--- config.mk ---
export PLATFORM = sky130hd
export DESIGN_NAME = vcc_top
export DESIGN_NICKNAME = d
export VERILOG_FILES = /design/src/inc/vcc_pkg.sv /design/src/design/vcc_top.sv
export VERILOG_INCLUDE_DIRS = /design/src /design/src/inc
export SDC_FILE = /design/constraint.sdc
export NUM_CORES = 1
export LEC_CHECK = 0
export BUFFER_PORTS_ARGS = -buffer_cell sky130_fd_sc_hd__buf_4
export CORE_MARGIN = 3
export CORE_UTILIZATION = 30
export CTS_BUF_LIST = sky130_fd_sc_hd__clkbuf_4
export DETAILED_ROUTE_END_ITERATION = 7
export GPL_ROUTABILITY_DRIVEN = 1
export PLACE_DENSITY = 0.64
export SLEW_MARGIN = 20
export SYNTH_ARGS = -nofsm -noshare
export SYNTH_HDL_FRONTEND = slang
export SYNTH_SLANG_ARGS = --single-unit
--- constraint.sdc ---
create_clock -name pclk -period 1.87 [get_ports pclk]
set_input_delay 0.2805 -clock pclk [delete_from_list [all_inputs] [get_ports pclk]]
set_output_delay 0.2805 -clock pclk [all_outputs]
set_load 0.02 [all_outputs]
--- src/inc/vcc_cfg.svh ---
// Register map, field positions, reset values and counts for the comparator control block.
// Assumes an APB slave with 32-bit data, one register per aligned word.
`ifndef VCC_CFG_SVH
`define VCC_CFG_SVH

// ----------------------------------------------------------------
// Register indices and byte addresses
// ----------------------------------------------------------------
`define VCC_CTRL0_IDX     8'h9A
`define VCC_MODE0_IDX     8'h9B
`define VCC_CTRL1_IDX     8'h9D
`define VCC_MODE1_IDX     8'h9E
`define VCC_MUX0_IDX      8'h9F
`define VCC_MUX1_IDX      8'hA0
`define VCC_ADDR_W        12
`define VCC_BYTE_ADDR(i)  ({2'h0, (i), 2'h0})

// ----------------------------------------------------------------
// Control register fields
// ----------------------------------------------------------------
`define VCC_CTL_ON        7
`define VCC_CTL_RESULT    6
`define VCC_CTL_RISE      5
`define VCC_CTL_FALL      4
`define VCC_CTL_PHYS_HI   3
`define VCC_CTL_PHYS_LO   2
`define VCC_CTL_NHYS_HI   1
`define VCC_CTL_NHYS_LO   0

// ----------------------------------------------------------------
// Mode register fields
// ----------------------------------------------------------------
`define VCC_MD_RISE_IE    5
`define VCC_MD_FALL_IE    4
`define VCC_MD_SPD_HI     1
`define VCC_MD_SPD_LO     0

// ----------------------------------------------------------------
// Reset values
// ----------------------------------------------------------------
`define VCC_CTRL_RST      8'h00
`define VCC_SPEED_RST     2'h2
`define VCC_MUX_RST       8'h77

// ----------------------------------------------------------------
// Counts
// ----------------------------------------------------------------
`define VCC_NUM_CMP       2

`endif

--- src/inc/vcc_pkg.sv ---
// Types shared by the comparator control block.
// Assumes vcc_cfg.svh supplies the numeric constants.
package vcc_pkg;

    // Settings that one comparator presents to its analog core
    typedef struct packed {
        logic       power_on;
        logic [1:0] pos_hyst_sel;
        logic [1:0] neg_hyst_sel;
        logic [1:0] speed_power_sel;
        logic [3:0] plus_input_sel;
        logic [3:0] minus_input_sel;
    } vcc_analog_cfg_type;

    // Outputs one comparator offers to the crossbar
    typedef struct packed {
        logic latched_cmp_out;
        logic raw_cmp_out;
    } vcc_pin_out_type;

    // APB access state
    typedef enum logic [1:0] {
        VCC_IDLE   = 2'b01,
        VCC_ACCESS = 2'b10
    } vcc_apb_state_type;

endpackage

--- src/design/vcc_top.sv ---
// Digital control and status for two on-chip voltage comparators, reached over APB.
// Assumes the analog cores drive cmp_analog asynchronously and take their settings from analog_cfg.
//
// Notes on behaviour
// - Two identical comparators; first also feeds reset.
// - Each has a clocked and an unclocked output.
// - Unclocked output follows comparison without clock.
// - Disabled comparator: pin output low, power off.
// - Separate plus and minus input select fields.
// - Falling edge sets falling flag.
// - Rising edge sets rising flag.
// - Edge flags stay set until software writes zero.
// - Result bit reads current comparison.
// - Control bit 7 enables, resets zero.
// - Control bits 3:2 pick positive hysteresis.
// - Control bits 1:0 pick negative hysteresis.
// - Mode bit 5 enables rising interrupt.
// - Mode bit 4 enables falling interrupt.
// - Mode bits 1:0 pick speed, reset 10.
// - Mode bits 7:6 and 3:2 read zero.
// - Interrupts on both rising and falling edges.
//
// Implementation choice: register access over APB.
`timescale 1ns/1ps
`include "vcc_cfg.svh"

module vcc_top #(
    parameter int NUM_CMP = `VCC_NUM_CMP
)(
    input  wire logic                              pclk,
    input  wire logic                              presetn,
    input  wire logic                              psel,
    input  wire logic                              penable,
    input  wire logic                              pwrite,
    input  wire logic [`VCC_ADDR_W-1:0]            paddr,
    input  wire logic [31:0]                       pwdata,
    input  wire logic [3:0]                        pstrb,
    output logic                                   pready,
    output logic [31:0]                            prdata,
    output logic                                   pslverr,
    input  wire logic [NUM_CMP-1:0]                cmp_analog,
    output vcc_pkg::vcc_analog_cfg_type [NUM_CMP-1:0] analog_cfg,
    output vcc_pkg::vcc_pin_out_type [NUM_CMP-1:0] pin_out,
    output logic [NUM_CMP-1:0]                     cmp_irq,
    output logic                                   reset_src_out
);

    // ----------------------------------------------------------------
    // APB handshake
    // ----------------------------------------------------------------
    vcc_pkg::vcc_apb_state_type state_q;
    vcc_pkg::vcc_apb_state_type state_d;
    logic                       setup_w;
    logic                       ack_w;
    logic                       wr_hit_w;
    logic [31:0]                rdata_w;
    logic                       map_hit_w;
    logic                       low_lane_w;

    // Access phase costs one wait state so read data comes from a flop
    assign setup_w  = psel && !penable && (state_q == vcc_pkg::VCC_IDLE);
    assign ack_w    = psel && penable && (state_q == vcc_pkg::VCC_ACCESS);
    assign wr_hit_w = psel && penable && pwrite && pready;
    assign low_lane_w = pstrb[0];

    always_comb
    begin
        state_d = state_q;
        unique case (state_q)
            vcc_pkg::VCC_IDLE:
            begin
                if (setup_w)
                    state_d = vcc_pkg::VCC_ACCESS;
            end
            vcc_pkg::VCC_ACCESS:
            begin
                if (psel && penable)
                    state_d = vcc_pkg::VCC_IDLE;
            end
            default:
                state_d = vcc_pkg::VCC_IDLE;
        endcase
    end

    // Ready and read data are registered, presented in the second access cycle
    always_ff @(posedge pclk or negedge presetn)
    begin
        if (!presetn)
        begin
            state_q <= vcc_pkg::VCC_IDLE;
            pready  <= 1'b0;
            prdata  <= 32'h0000_0000;
            pslverr <= 1'b0;
        end
        else
        begin
            state_q <= state_d;
            pready  <= ack_w;
            prdata  <= (ack_w && !pwrite) ? rdata_w : 32'h0000_0000;
            pslverr <= ack_w && !map_hit_w;
        end
    end

    // ----------------------------------------------------------------
    // Address decode
    // ----------------------------------------------------------------
    logic [NUM_CMP-1:0] sel_ctrl_w;
    logic [NUM_CMP-1:0] sel_mode_w;
    logic [NUM_CMP-1:0] sel_mux_w;
    logic [NUM_CMP-1:0] wr_ctrl_w;
    logic [NUM_CMP-1:0] wr_mode_w;
    logic [NUM_CMP-1:0] wr_mux_w;
    logic [7:0]         ctrl_rd_w [NUM_CMP];
    logic [7:0]         mode_rd_w [NUM_CMP];
    logic [7:0]         mux_rd_w  [NUM_CMP];
    logic               do_write_w;

    // Write takes effect only at the edge where pready is sampled high
    assign do_write_w = wr_hit_w && low_lane_w;

    // ----------------------------------------------------------------
    // Per-comparator logic
    // ----------------------------------------------------------------
    genvar g;
    generate
        for (g = 0; g < NUM_CMP; g++)
        begin : g_cmp
            localparam logic [7:0] CTRL_IDX = (g == 0) ? `VCC_CTRL0_IDX : `VCC_CTRL1_IDX;
            localparam logic [7:0] MODE_IDX = (g == 0) ? `VCC_MODE0_IDX : `VCC_MODE1_IDX;
            localparam logic [7:0] MUX_IDX  = (g == 0) ? `VCC_MUX0_IDX  : `VCC_MUX1_IDX;

            logic       cmp_on_q;
            logic       rise_seen_flag_q;
            logic       fall_seen_flag_q;
            logic [1:0] pos_hyst_sel_q;
            logic [1:0] neg_hyst_sel_q;
            logic       rise_irq_on_q;
            logic       fall_irq_on_q;
            logic [1:0] speed_power_sel_q;
            logic [3:0] plus_input_sel_q;
            logic [3:0] minus_input_sel_q;
            logic       sync1_q;
            logic       sync2_q;
            logic       prev_q;
            logic       latched_q;
            logic       irq_q;
            logic       rise_ev_w;
            logic       fall_ev_w;
            logic       gated_w;

            assign sel_ctrl_w[g] = (paddr == `VCC_BYTE_ADDR(CTRL_IDX));
            assign sel_mode_w[g] = (paddr == `VCC_BYTE_ADDR(MODE_IDX));
            assign sel_mux_w[g]  = (paddr == `VCC_BYTE_ADDR(MUX_IDX));
            assign wr_ctrl_w[g]  = do_write_w && sel_ctrl_w[g];
            assign wr_mode_w[g]  = do_write_w && sel_mode_w[g];
            assign wr_mux_w[g]   = do_write_w && sel_mux_w[g];

            // Disabled core drives low; edges compare synchronised samples only
            assign gated_w   = cmp_on_q && sync2_q;
            assign rise_ev_w = gated_w && !prev_q;
            assign fall_ev_w = !gated_w && prev_q;

            assign ctrl_rd_w[g] = {cmp_on_q, latched_q, rise_seen_flag_q, fall_seen_flag_q,
                                   pos_hyst_sel_q, neg_hyst_sel_q};
            assign mode_rd_w[g] = {2'h0, rise_irq_on_q, fall_irq_on_q, 2'h0, speed_power_sel_q};
            assign mux_rd_w[g]  = {minus_input_sel_q, plus_input_sel_q};

            // Settings written by software
            always_ff @(posedge pclk or negedge presetn)
            begin
                if (!presetn)
                begin
                    cmp_on_q          <= 1'b0;
                    pos_hyst_sel_q    <= 2'h0;
                    neg_hyst_sel_q    <= 2'h0;
                    rise_irq_on_q     <= 1'b0;
                    fall_irq_on_q     <= 1'b0;
                    speed_power_sel_q <= `VCC_SPEED_RST;
                    plus_input_sel_q  <= 4'(`VCC_MUX_RST);
                    minus_input_sel_q <= 4'(`VCC_MUX_RST >> 4);
                end
                else
                begin
                    if (wr_ctrl_w[g])
                    begin
                        cmp_on_q       <= pwdata[`VCC_CTL_ON];
                        pos_hyst_sel_q <= pwdata[`VCC_CTL_PHYS_HI:`VCC_CTL_PHYS_LO];
                        neg_hyst_sel_q <= pwdata[`VCC_CTL_NHYS_HI:`VCC_CTL_NHYS_LO];
                    end
                    if (wr_mode_w[g])
                    begin
                        rise_irq_on_q     <= pwdata[`VCC_MD_RISE_IE];
                        fall_irq_on_q     <= pwdata[`VCC_MD_FALL_IE];
                        speed_power_sel_q <= pwdata[`VCC_MD_SPD_HI:`VCC_MD_SPD_LO];
                    end
                    if (wr_mux_w[g])
                    begin
                        plus_input_sel_q  <= pwdata[3:0];
                        minus_input_sel_q <= pwdata[7:4];
                    end
                end
            end

            // Sticky flags: a same-cycle edge beats a software clear
            always_ff @(posedge pclk or negedge presetn)
            begin
                if (!presetn)
                begin
                    rise_seen_flag_q <= 1'b0;
                    fall_seen_flag_q <= 1'b0;
                end
                else
                begin
                    if (rise_ev_w)
                        rise_seen_flag_q <= 1'b1;
                    else if (wr_ctrl_w[g])
                        rise_seen_flag_q <= rise_seen_flag_q & pwdata[`VCC_CTL_RISE];
                    if (fall_ev_w)
                        fall_seen_flag_q <= 1'b1;
                    else if (wr_ctrl_w[g])
                        fall_seen_flag_q <= fall_seen_flag_q & pwdata[`VCC_CTL_FALL];
                end
            end

            // Two-flop synchroniser; the first stage feeds only the second
            always_ff @(posedge pclk or negedge presetn)
            begin
                if (!presetn)
                begin
                    sync1_q   <= 1'b0;
                    sync2_q   <= 1'b0;
                    prev_q    <= 1'b0;
                    latched_q <= 1'b0;
                    irq_q     <= 1'b0;
                end
                else
                begin
                    sync1_q   <= cmp_analog[g];
                    sync2_q   <= sync1_q;
                    prev_q    <= gated_w;
                    latched_q <= gated_w;
                    irq_q     <= (rise_seen_flag_q && rise_irq_on_q) ||
                                 (fall_seen_flag_q && fall_irq_on_q);
                end
            end

            // Raw path bypasses every flop so it keeps following the core with the clock stopped;
            // the enable gate alone holds it low while the core is off
            assign pin_out[g].raw_cmp_out     = cmp_on_q & cmp_analog[g];
            assign pin_out[g].latched_cmp_out = latched_q;
            assign cmp_irq[g]                 = irq_q;
            assign analog_cfg[g].power_on        = cmp_on_q;
            assign analog_cfg[g].pos_hyst_sel    = pos_hyst_sel_q;
            assign analog_cfg[g].neg_hyst_sel    = neg_hyst_sel_q;
            assign analog_cfg[g].speed_power_sel = speed_power_sel_q;
            assign analog_cfg[g].plus_input_sel  = plus_input_sel_q;
            assign analog_cfg[g].minus_input_sel = minus_input_sel_q;
        end
    endgenerate

    // ----------------------------------------------------------------
    // Read mux and reset-source path
    // ----------------------------------------------------------------
    always_comb
    begin
        rdata_w   = 32'h0000_0000;
        map_hit_w = 1'b0;
        for (int i = 0; i < NUM_CMP; i++)
        begin
            if (sel_ctrl_w[i])
            begin
                rdata_w   = {24'h00_0000, ctrl_rd_w[i]};
                map_hit_w = 1'b1;
            end
            if (sel_mode_w[i])
            begin
                rdata_w   = {24'h00_0000, mode_rd_w[i]};
                map_hit_w = 1'b1;
            end
            if (sel_mux_w[i])
            begin
                rdata_w   = {24'h00_0000, mux_rd_w[i]};
                map_hit_w = 1'b1;
            end
        end
    end

    // Only the first comparator may act as a reset source
    always_ff @(posedge pclk or negedge presetn)
    begin
        if (!presetn)
            reset_src_out <= 1'b0;
        else
            reset_src_out <= !g_cmp[0].latched_q && g_cmp[0].cmp_on_q;
    end

endmodule // vcc_top

==> impl_summary.txt <==
----------------------------------------------------
[STA]
  Final worst path period need ... 1970 ps
  Fin Clk Skew ... 18.1 ps
  Final hold vios ... 0
  Highest clock rate ... 509 MHz
  Sum of negative setup slack ... -957 ps
  Setup Viol. Count Final ... 26
  Worst-case setup margin in the final layout ... -96.1 ps
  Final number of max-transition violations ... 0
  Least-Margin Pin Slew ... 741 ps
  Worst hold slack ... 121 ps
  Final period utilization ... 1.05
  Normalized max-slew margin ... 0.506
  RSZ-0062 raised after global routing ... true

[Power]
  Leakage power of the design ... 0.00192 uW
  Power density over the cells ... 607 nW/um^2
  Tot Pwr ... 2410 uW
  Maximum resistive drop on vdd ... 0.292 mV

[Status]
  Violations in the final reports ... negative setup slack
  Run status ... finished, violations left

[Setup path]
  Sum of buffers and inverters on the critical path ... 1
  Ordered list of cells on the worst path ... and4_4, or4b_4, nor4b_4, buf_4, mux2_4
  Launching point of the worst reg2reg path ... pready
  Crit end category ... register
  Critical setup path kind ... register to register
  Startpoint types ... register
  Category of cells accounting for the largest share of critical-path delay ... simple AND/OR/NAND/NOR gates
  Standard cell with the maximum stage delay on the critical path ... sky130_fd_sc_hd__or4b_4
  Crit path arrival time ... 2260 ps
  Crit path largest cell delay ... 560 ps
  Required time of the critical path ... 2170 ps
  Startpoint of the most critical setup path ... pready
  Highest net fanout along the worst path ... 8

[Detailed routing]
  Per-cell routed wire length ... 16.3 um
  Residual DRC count ... 0
  Via count ... 2,228
  Wire length on met3 ... 481 um
  Uppermost signal routing layer after detailed routing ... met4
  Metal-1 WL ... 3440 um
  Pre-Repair DR Iteration Count ... 4
  Vias per cell ... 4.58
  Post-detailed-route count of antenna-violating nets ... 0
  Number of design-rule violations left by the first detailed-router iteration ... 101
  Total wirelength of the detailed-routed design ... 7910 um
  Met2 layer wire length in the routed design ... 3870 um

[Finish]
  Fin nets ... 407
  Finished Cell Area ... 3970 sq um
  Post-route core utilization ... 0.426
  Post-synthesis to final-layout area growth ... 36.5%
  Share of post-route cells with drive strength above 1 ... 0.527
  ANT cells ... 0
  Final-layout fill cell count ... 917

[Clock tree]
  H-tree depth ... 3
  Clock insertion delay at the later pin of the skew report ... 410 ps
  Clock-pin slew on the worst setup and hold paths ... 110 ps
  Clock tree root buffer cell ... sky130_fd_sc_hd__clkbuf_4
  Clock tree buffer depth ... 2
  TritonCTS clock tree ... yes
  Number of buffers inserted during clock tree synthesis ... 9
  Total clock sinks ... 59

[Floorplanning]
  Die H ... 104 um
  Horizontal die dimension ... 104 um
  Die area ... 10,900 sq um
  Std-Cell Core Area ... 9330 sq um
  Number of placement rows ... 35
  Top-level port count ... 126
  Initial standard-cell utilization of the core ... 0.312

[Global routing]
  Via count of the first global-routing pass ... 2,309
  Global route overflow ... 0
  Number of antenna violations at the first check in global routing ... 0
  First-pass GRT wire length ... 12,200 um
  Largest net degree at the start of global routing ... 60
  Global-route usage over all layers ... 0.145

[Placed design]
  Number of I/O port buffers ... 74
  HPWL Detailed ... 5840 um
  DP Area ... 3720 sq um
  Final GP Congestion ... 0.861

[Yosys]
  Synth Flop Type ... sky130_fd_sc_hd__dfrtp_1
  Cell area after synthesis ... 2910 sq um
  Syn. warnings ... 0
  Synth Area per Inst ... 11.9 sq um
  Cell with the most instances after synthesis ... sky130_fd_sc_hd__dfrtp_1
  Synthesized netlist cell count ... 245
  Top cell types by occurrence after synthesis ... 44 x sky130_fd_sc_hd__dfrtp_1, 36 x sky130_fd_sc_hd__mux2_2, 31 x sky130_fd_sc_hd__buf_4, 15 x sky130_fd_sc_hd__dfstp_2, 15 x sky130_fd_sc_hd__nand2_1
  Post-synthesis cell type with the largest combined area ... sky130_fd_sc_hd__dfrtp_1
  Count of flip-flops with a built-in enable after synthesis ... 0
  Area fraction of the dominant cell type after synthesis ... 0.378
  Most area-consuming cells after synthesis ... sky130_fd_sc_hd__dfrtp_1 38%, sky130_fd_sc_hd__mux2_2 14%, sky130_fd_sc_hd__dfstp_2 14%
  Number of library cell types mapped by synthesis ... 44
  Portion of the post-synthesis area used by sequential elements ... 0.514
  Register bit count reported by yosys ... 59
  Ys async rst share ... 1.00

[Run]
  Max-cap viol count ... 0

[Worst hold path]
  Kind of path behind the tightest hold check ... input port to register
  Startpoint of the most critical hold path ... pwdata[2]

----------------------------------------------------
-- repair_timing --
action                                  4_1_cts  5_1_grt
setup buffers                                 1        1
endpoints found under the hold margin        46        0
endpoints found under the setup margin       26       30
resized for setup                            10       14
hold buffers                                  3        0
pin swaps                                     2        2
-- power breakdown --
group | internal, uW | total, uW | switching, uW | leakage [uW]
logic | 83.4 | 222 | 139 | 0.00110
registers | 1290 | 1290 | 3.87 | 0.000744
clock network | 445 | 901 | 456 | 0.0000787
total | 1820 | 2410 | 598 | 0.00192
-- registers in the layout (all words and copies together) (netlist names) --
name,count
g_cmp.cmp_on_q,2
g_cmp.fall_irq_on_q,2
g_cmp.fall_seen_flag_q,2
g_cmp.irq_q,2
g_cmp.latched_q,2
g_cmp.minus_input_sel_q,8
g_cmp.neg_hyst_sel_q,4
g_cmp.plus_input_sel_q,8
g_cmp.pos_hyst_sel_q,4
g_cmp.rise_irq_on_q,2
g_cmp.rise_seen_flag_q,2
g_cmp.speed_power_sel_q,4
g_cmp.sync1_q,2
g_cmp.sync2_q,2
prdata,8
pready,1
pslverr,1
reset_src_out,1
state_q,2
-- placed cells by master, fill, tap and decap left out, types with 2 or more instances in the layout --
cell / instances
sky130_fd_sc_hd__a211oi_1: 4
sky130_fd_sc_hd__dfstp_2: 15
sky130_fd_sc_hd__clkbuf_4: 12
sky130_fd_sc_hd__dfrtp_1: 44
sky130_fd_sc_hd__a21oi_1: 11
sky130_fd_sc_hd__nand2b_1: 6
sky130_fd_sc_hd__or2_2: 4
sky130_fd_sc_hd__nand3_1: 2
sky130_fd_sc_hd__or4_1: 3
sky130_fd_sc_hd__or4b_4: 2
sky130_fd_sc_hd__buf_4: 105
sky130_fd_sc_hd__mux2_4: 20
sky130_fd_sc_hd__inv_1: 5
sky130_fd_sc_hd__nor3_4: 2
sky130_fd_sc_hd__nor2b_1: 3
sky130_fd_sc_hd__o21ai_0: 7
sky130_fd_sc_hd__o31ai_1: 2
sky130_fd_sc_hd__nor4bb_1: 4
sky130_fd_sc_hd__conb_1: 24
sky130_fd_sc_hd__o311ai_0: 2
sky130_fd_sc_hd__o22ai_1: 2
sky130_fd_sc_hd__a22o_1: 5
sky130_fd_sc_hd__nand2_1: 15
sky130_fd_sc_hd__and3b_1: 2
sky130_fd_sc_hd__nor3_1: 2
sky130_fd_sc_hd__buf_6: 4
sky130_fd_sc_hd__and2_1: 4
sky130_fd_sc_hd__clkinv_2: 2
sky130_fd_sc_hd__nor2_1: 5
sky130_fd_sc_hd__dlygate4sd3_1: 3
sky130_fd_sc_hd__mux2_2: 16
sky130_fd_sc_hd__mux2i_1: 2
-- area by class of cell --
| class | instances | area [sq um] | share of cell area |
|---|---|---|---|
| Clock inverter | 4 | 43.8 | 0.0110 |
| Clock buffer | 12 | 90.1 | 0.0227 |
| Tap cell | 129 | 161 | 0.0406 |
| Sequential cell | 59 | 1500 | 0.376 |
| Multi-Input combinational cell | 165 | 1300 | 0.327 |
| Timing Repair Buffer | 112 | 863 | 0.217 |
| Inverter | 5 | 18.8 | 0.00472 |
-- worst paths after layout --
path / endpoint / slack [ps] / cells past startpoint
setup / recovery: g_cmp[0].rise_irq_on_q / -100 / 5
hold / removal: g_cmp[0].pos_hyst_sel_q[0] / 120 / 2
setup reg to reg: g_cmp[0].rise_irq_on_q / -100 / 5
hold reg to reg: g_cmp[1].sync2_q / 350 / 0
max in group asynchronous: g_cmp[0].rise_seen_flag_q / 900 / 2
min in group asynchronous: prdata[1] / 480 / 2
-- per-stage QoR --
| step | worst slack (ps) | instances |
|---|---|---|
| 2_1_floorplan | -374 | 268 |
| 3_3_place_gp | -529 | 466 |
| 3_5_place_dp | -556 | 466 |
| 4_1_cts | -142 | 486 |
| 5_1_grt | -158 | 486 |
| 6_report | -96.1 | 486 |
-- logic make-up after synthesis --
logic type | synth area share
muxes | 0.146
and+or+nand+nor | 0.153
AOI/OAI and AO/OA | 0.0868
buffers and inverters | 0.0993
other | 0.00129
DFF | 0.514
-- worst register-to-register path, cell delays in order (launching register included) --
cell                      delay [ps]
sky130_fd_sc_hd__dfrtp_1         350
sky130_fd_sc_hd__and4_4          220
sky130_fd_sc_hd__or4b_4          570
sky130_fd_sc_hd__nor4b_4         230
sky130_fd_sc_hd__buf_4           180
sky130_fd_sc_hd__mux2_4          300
-- routing by layer --
metal  vias up  GRT usage
met3         8     0.0534
met5         -          0
met4         0     0.0446
met1      1102      0.177
li1       1041          -
met2        77      0.238
No activity file was read; power rests on OpenSTA's default activity.
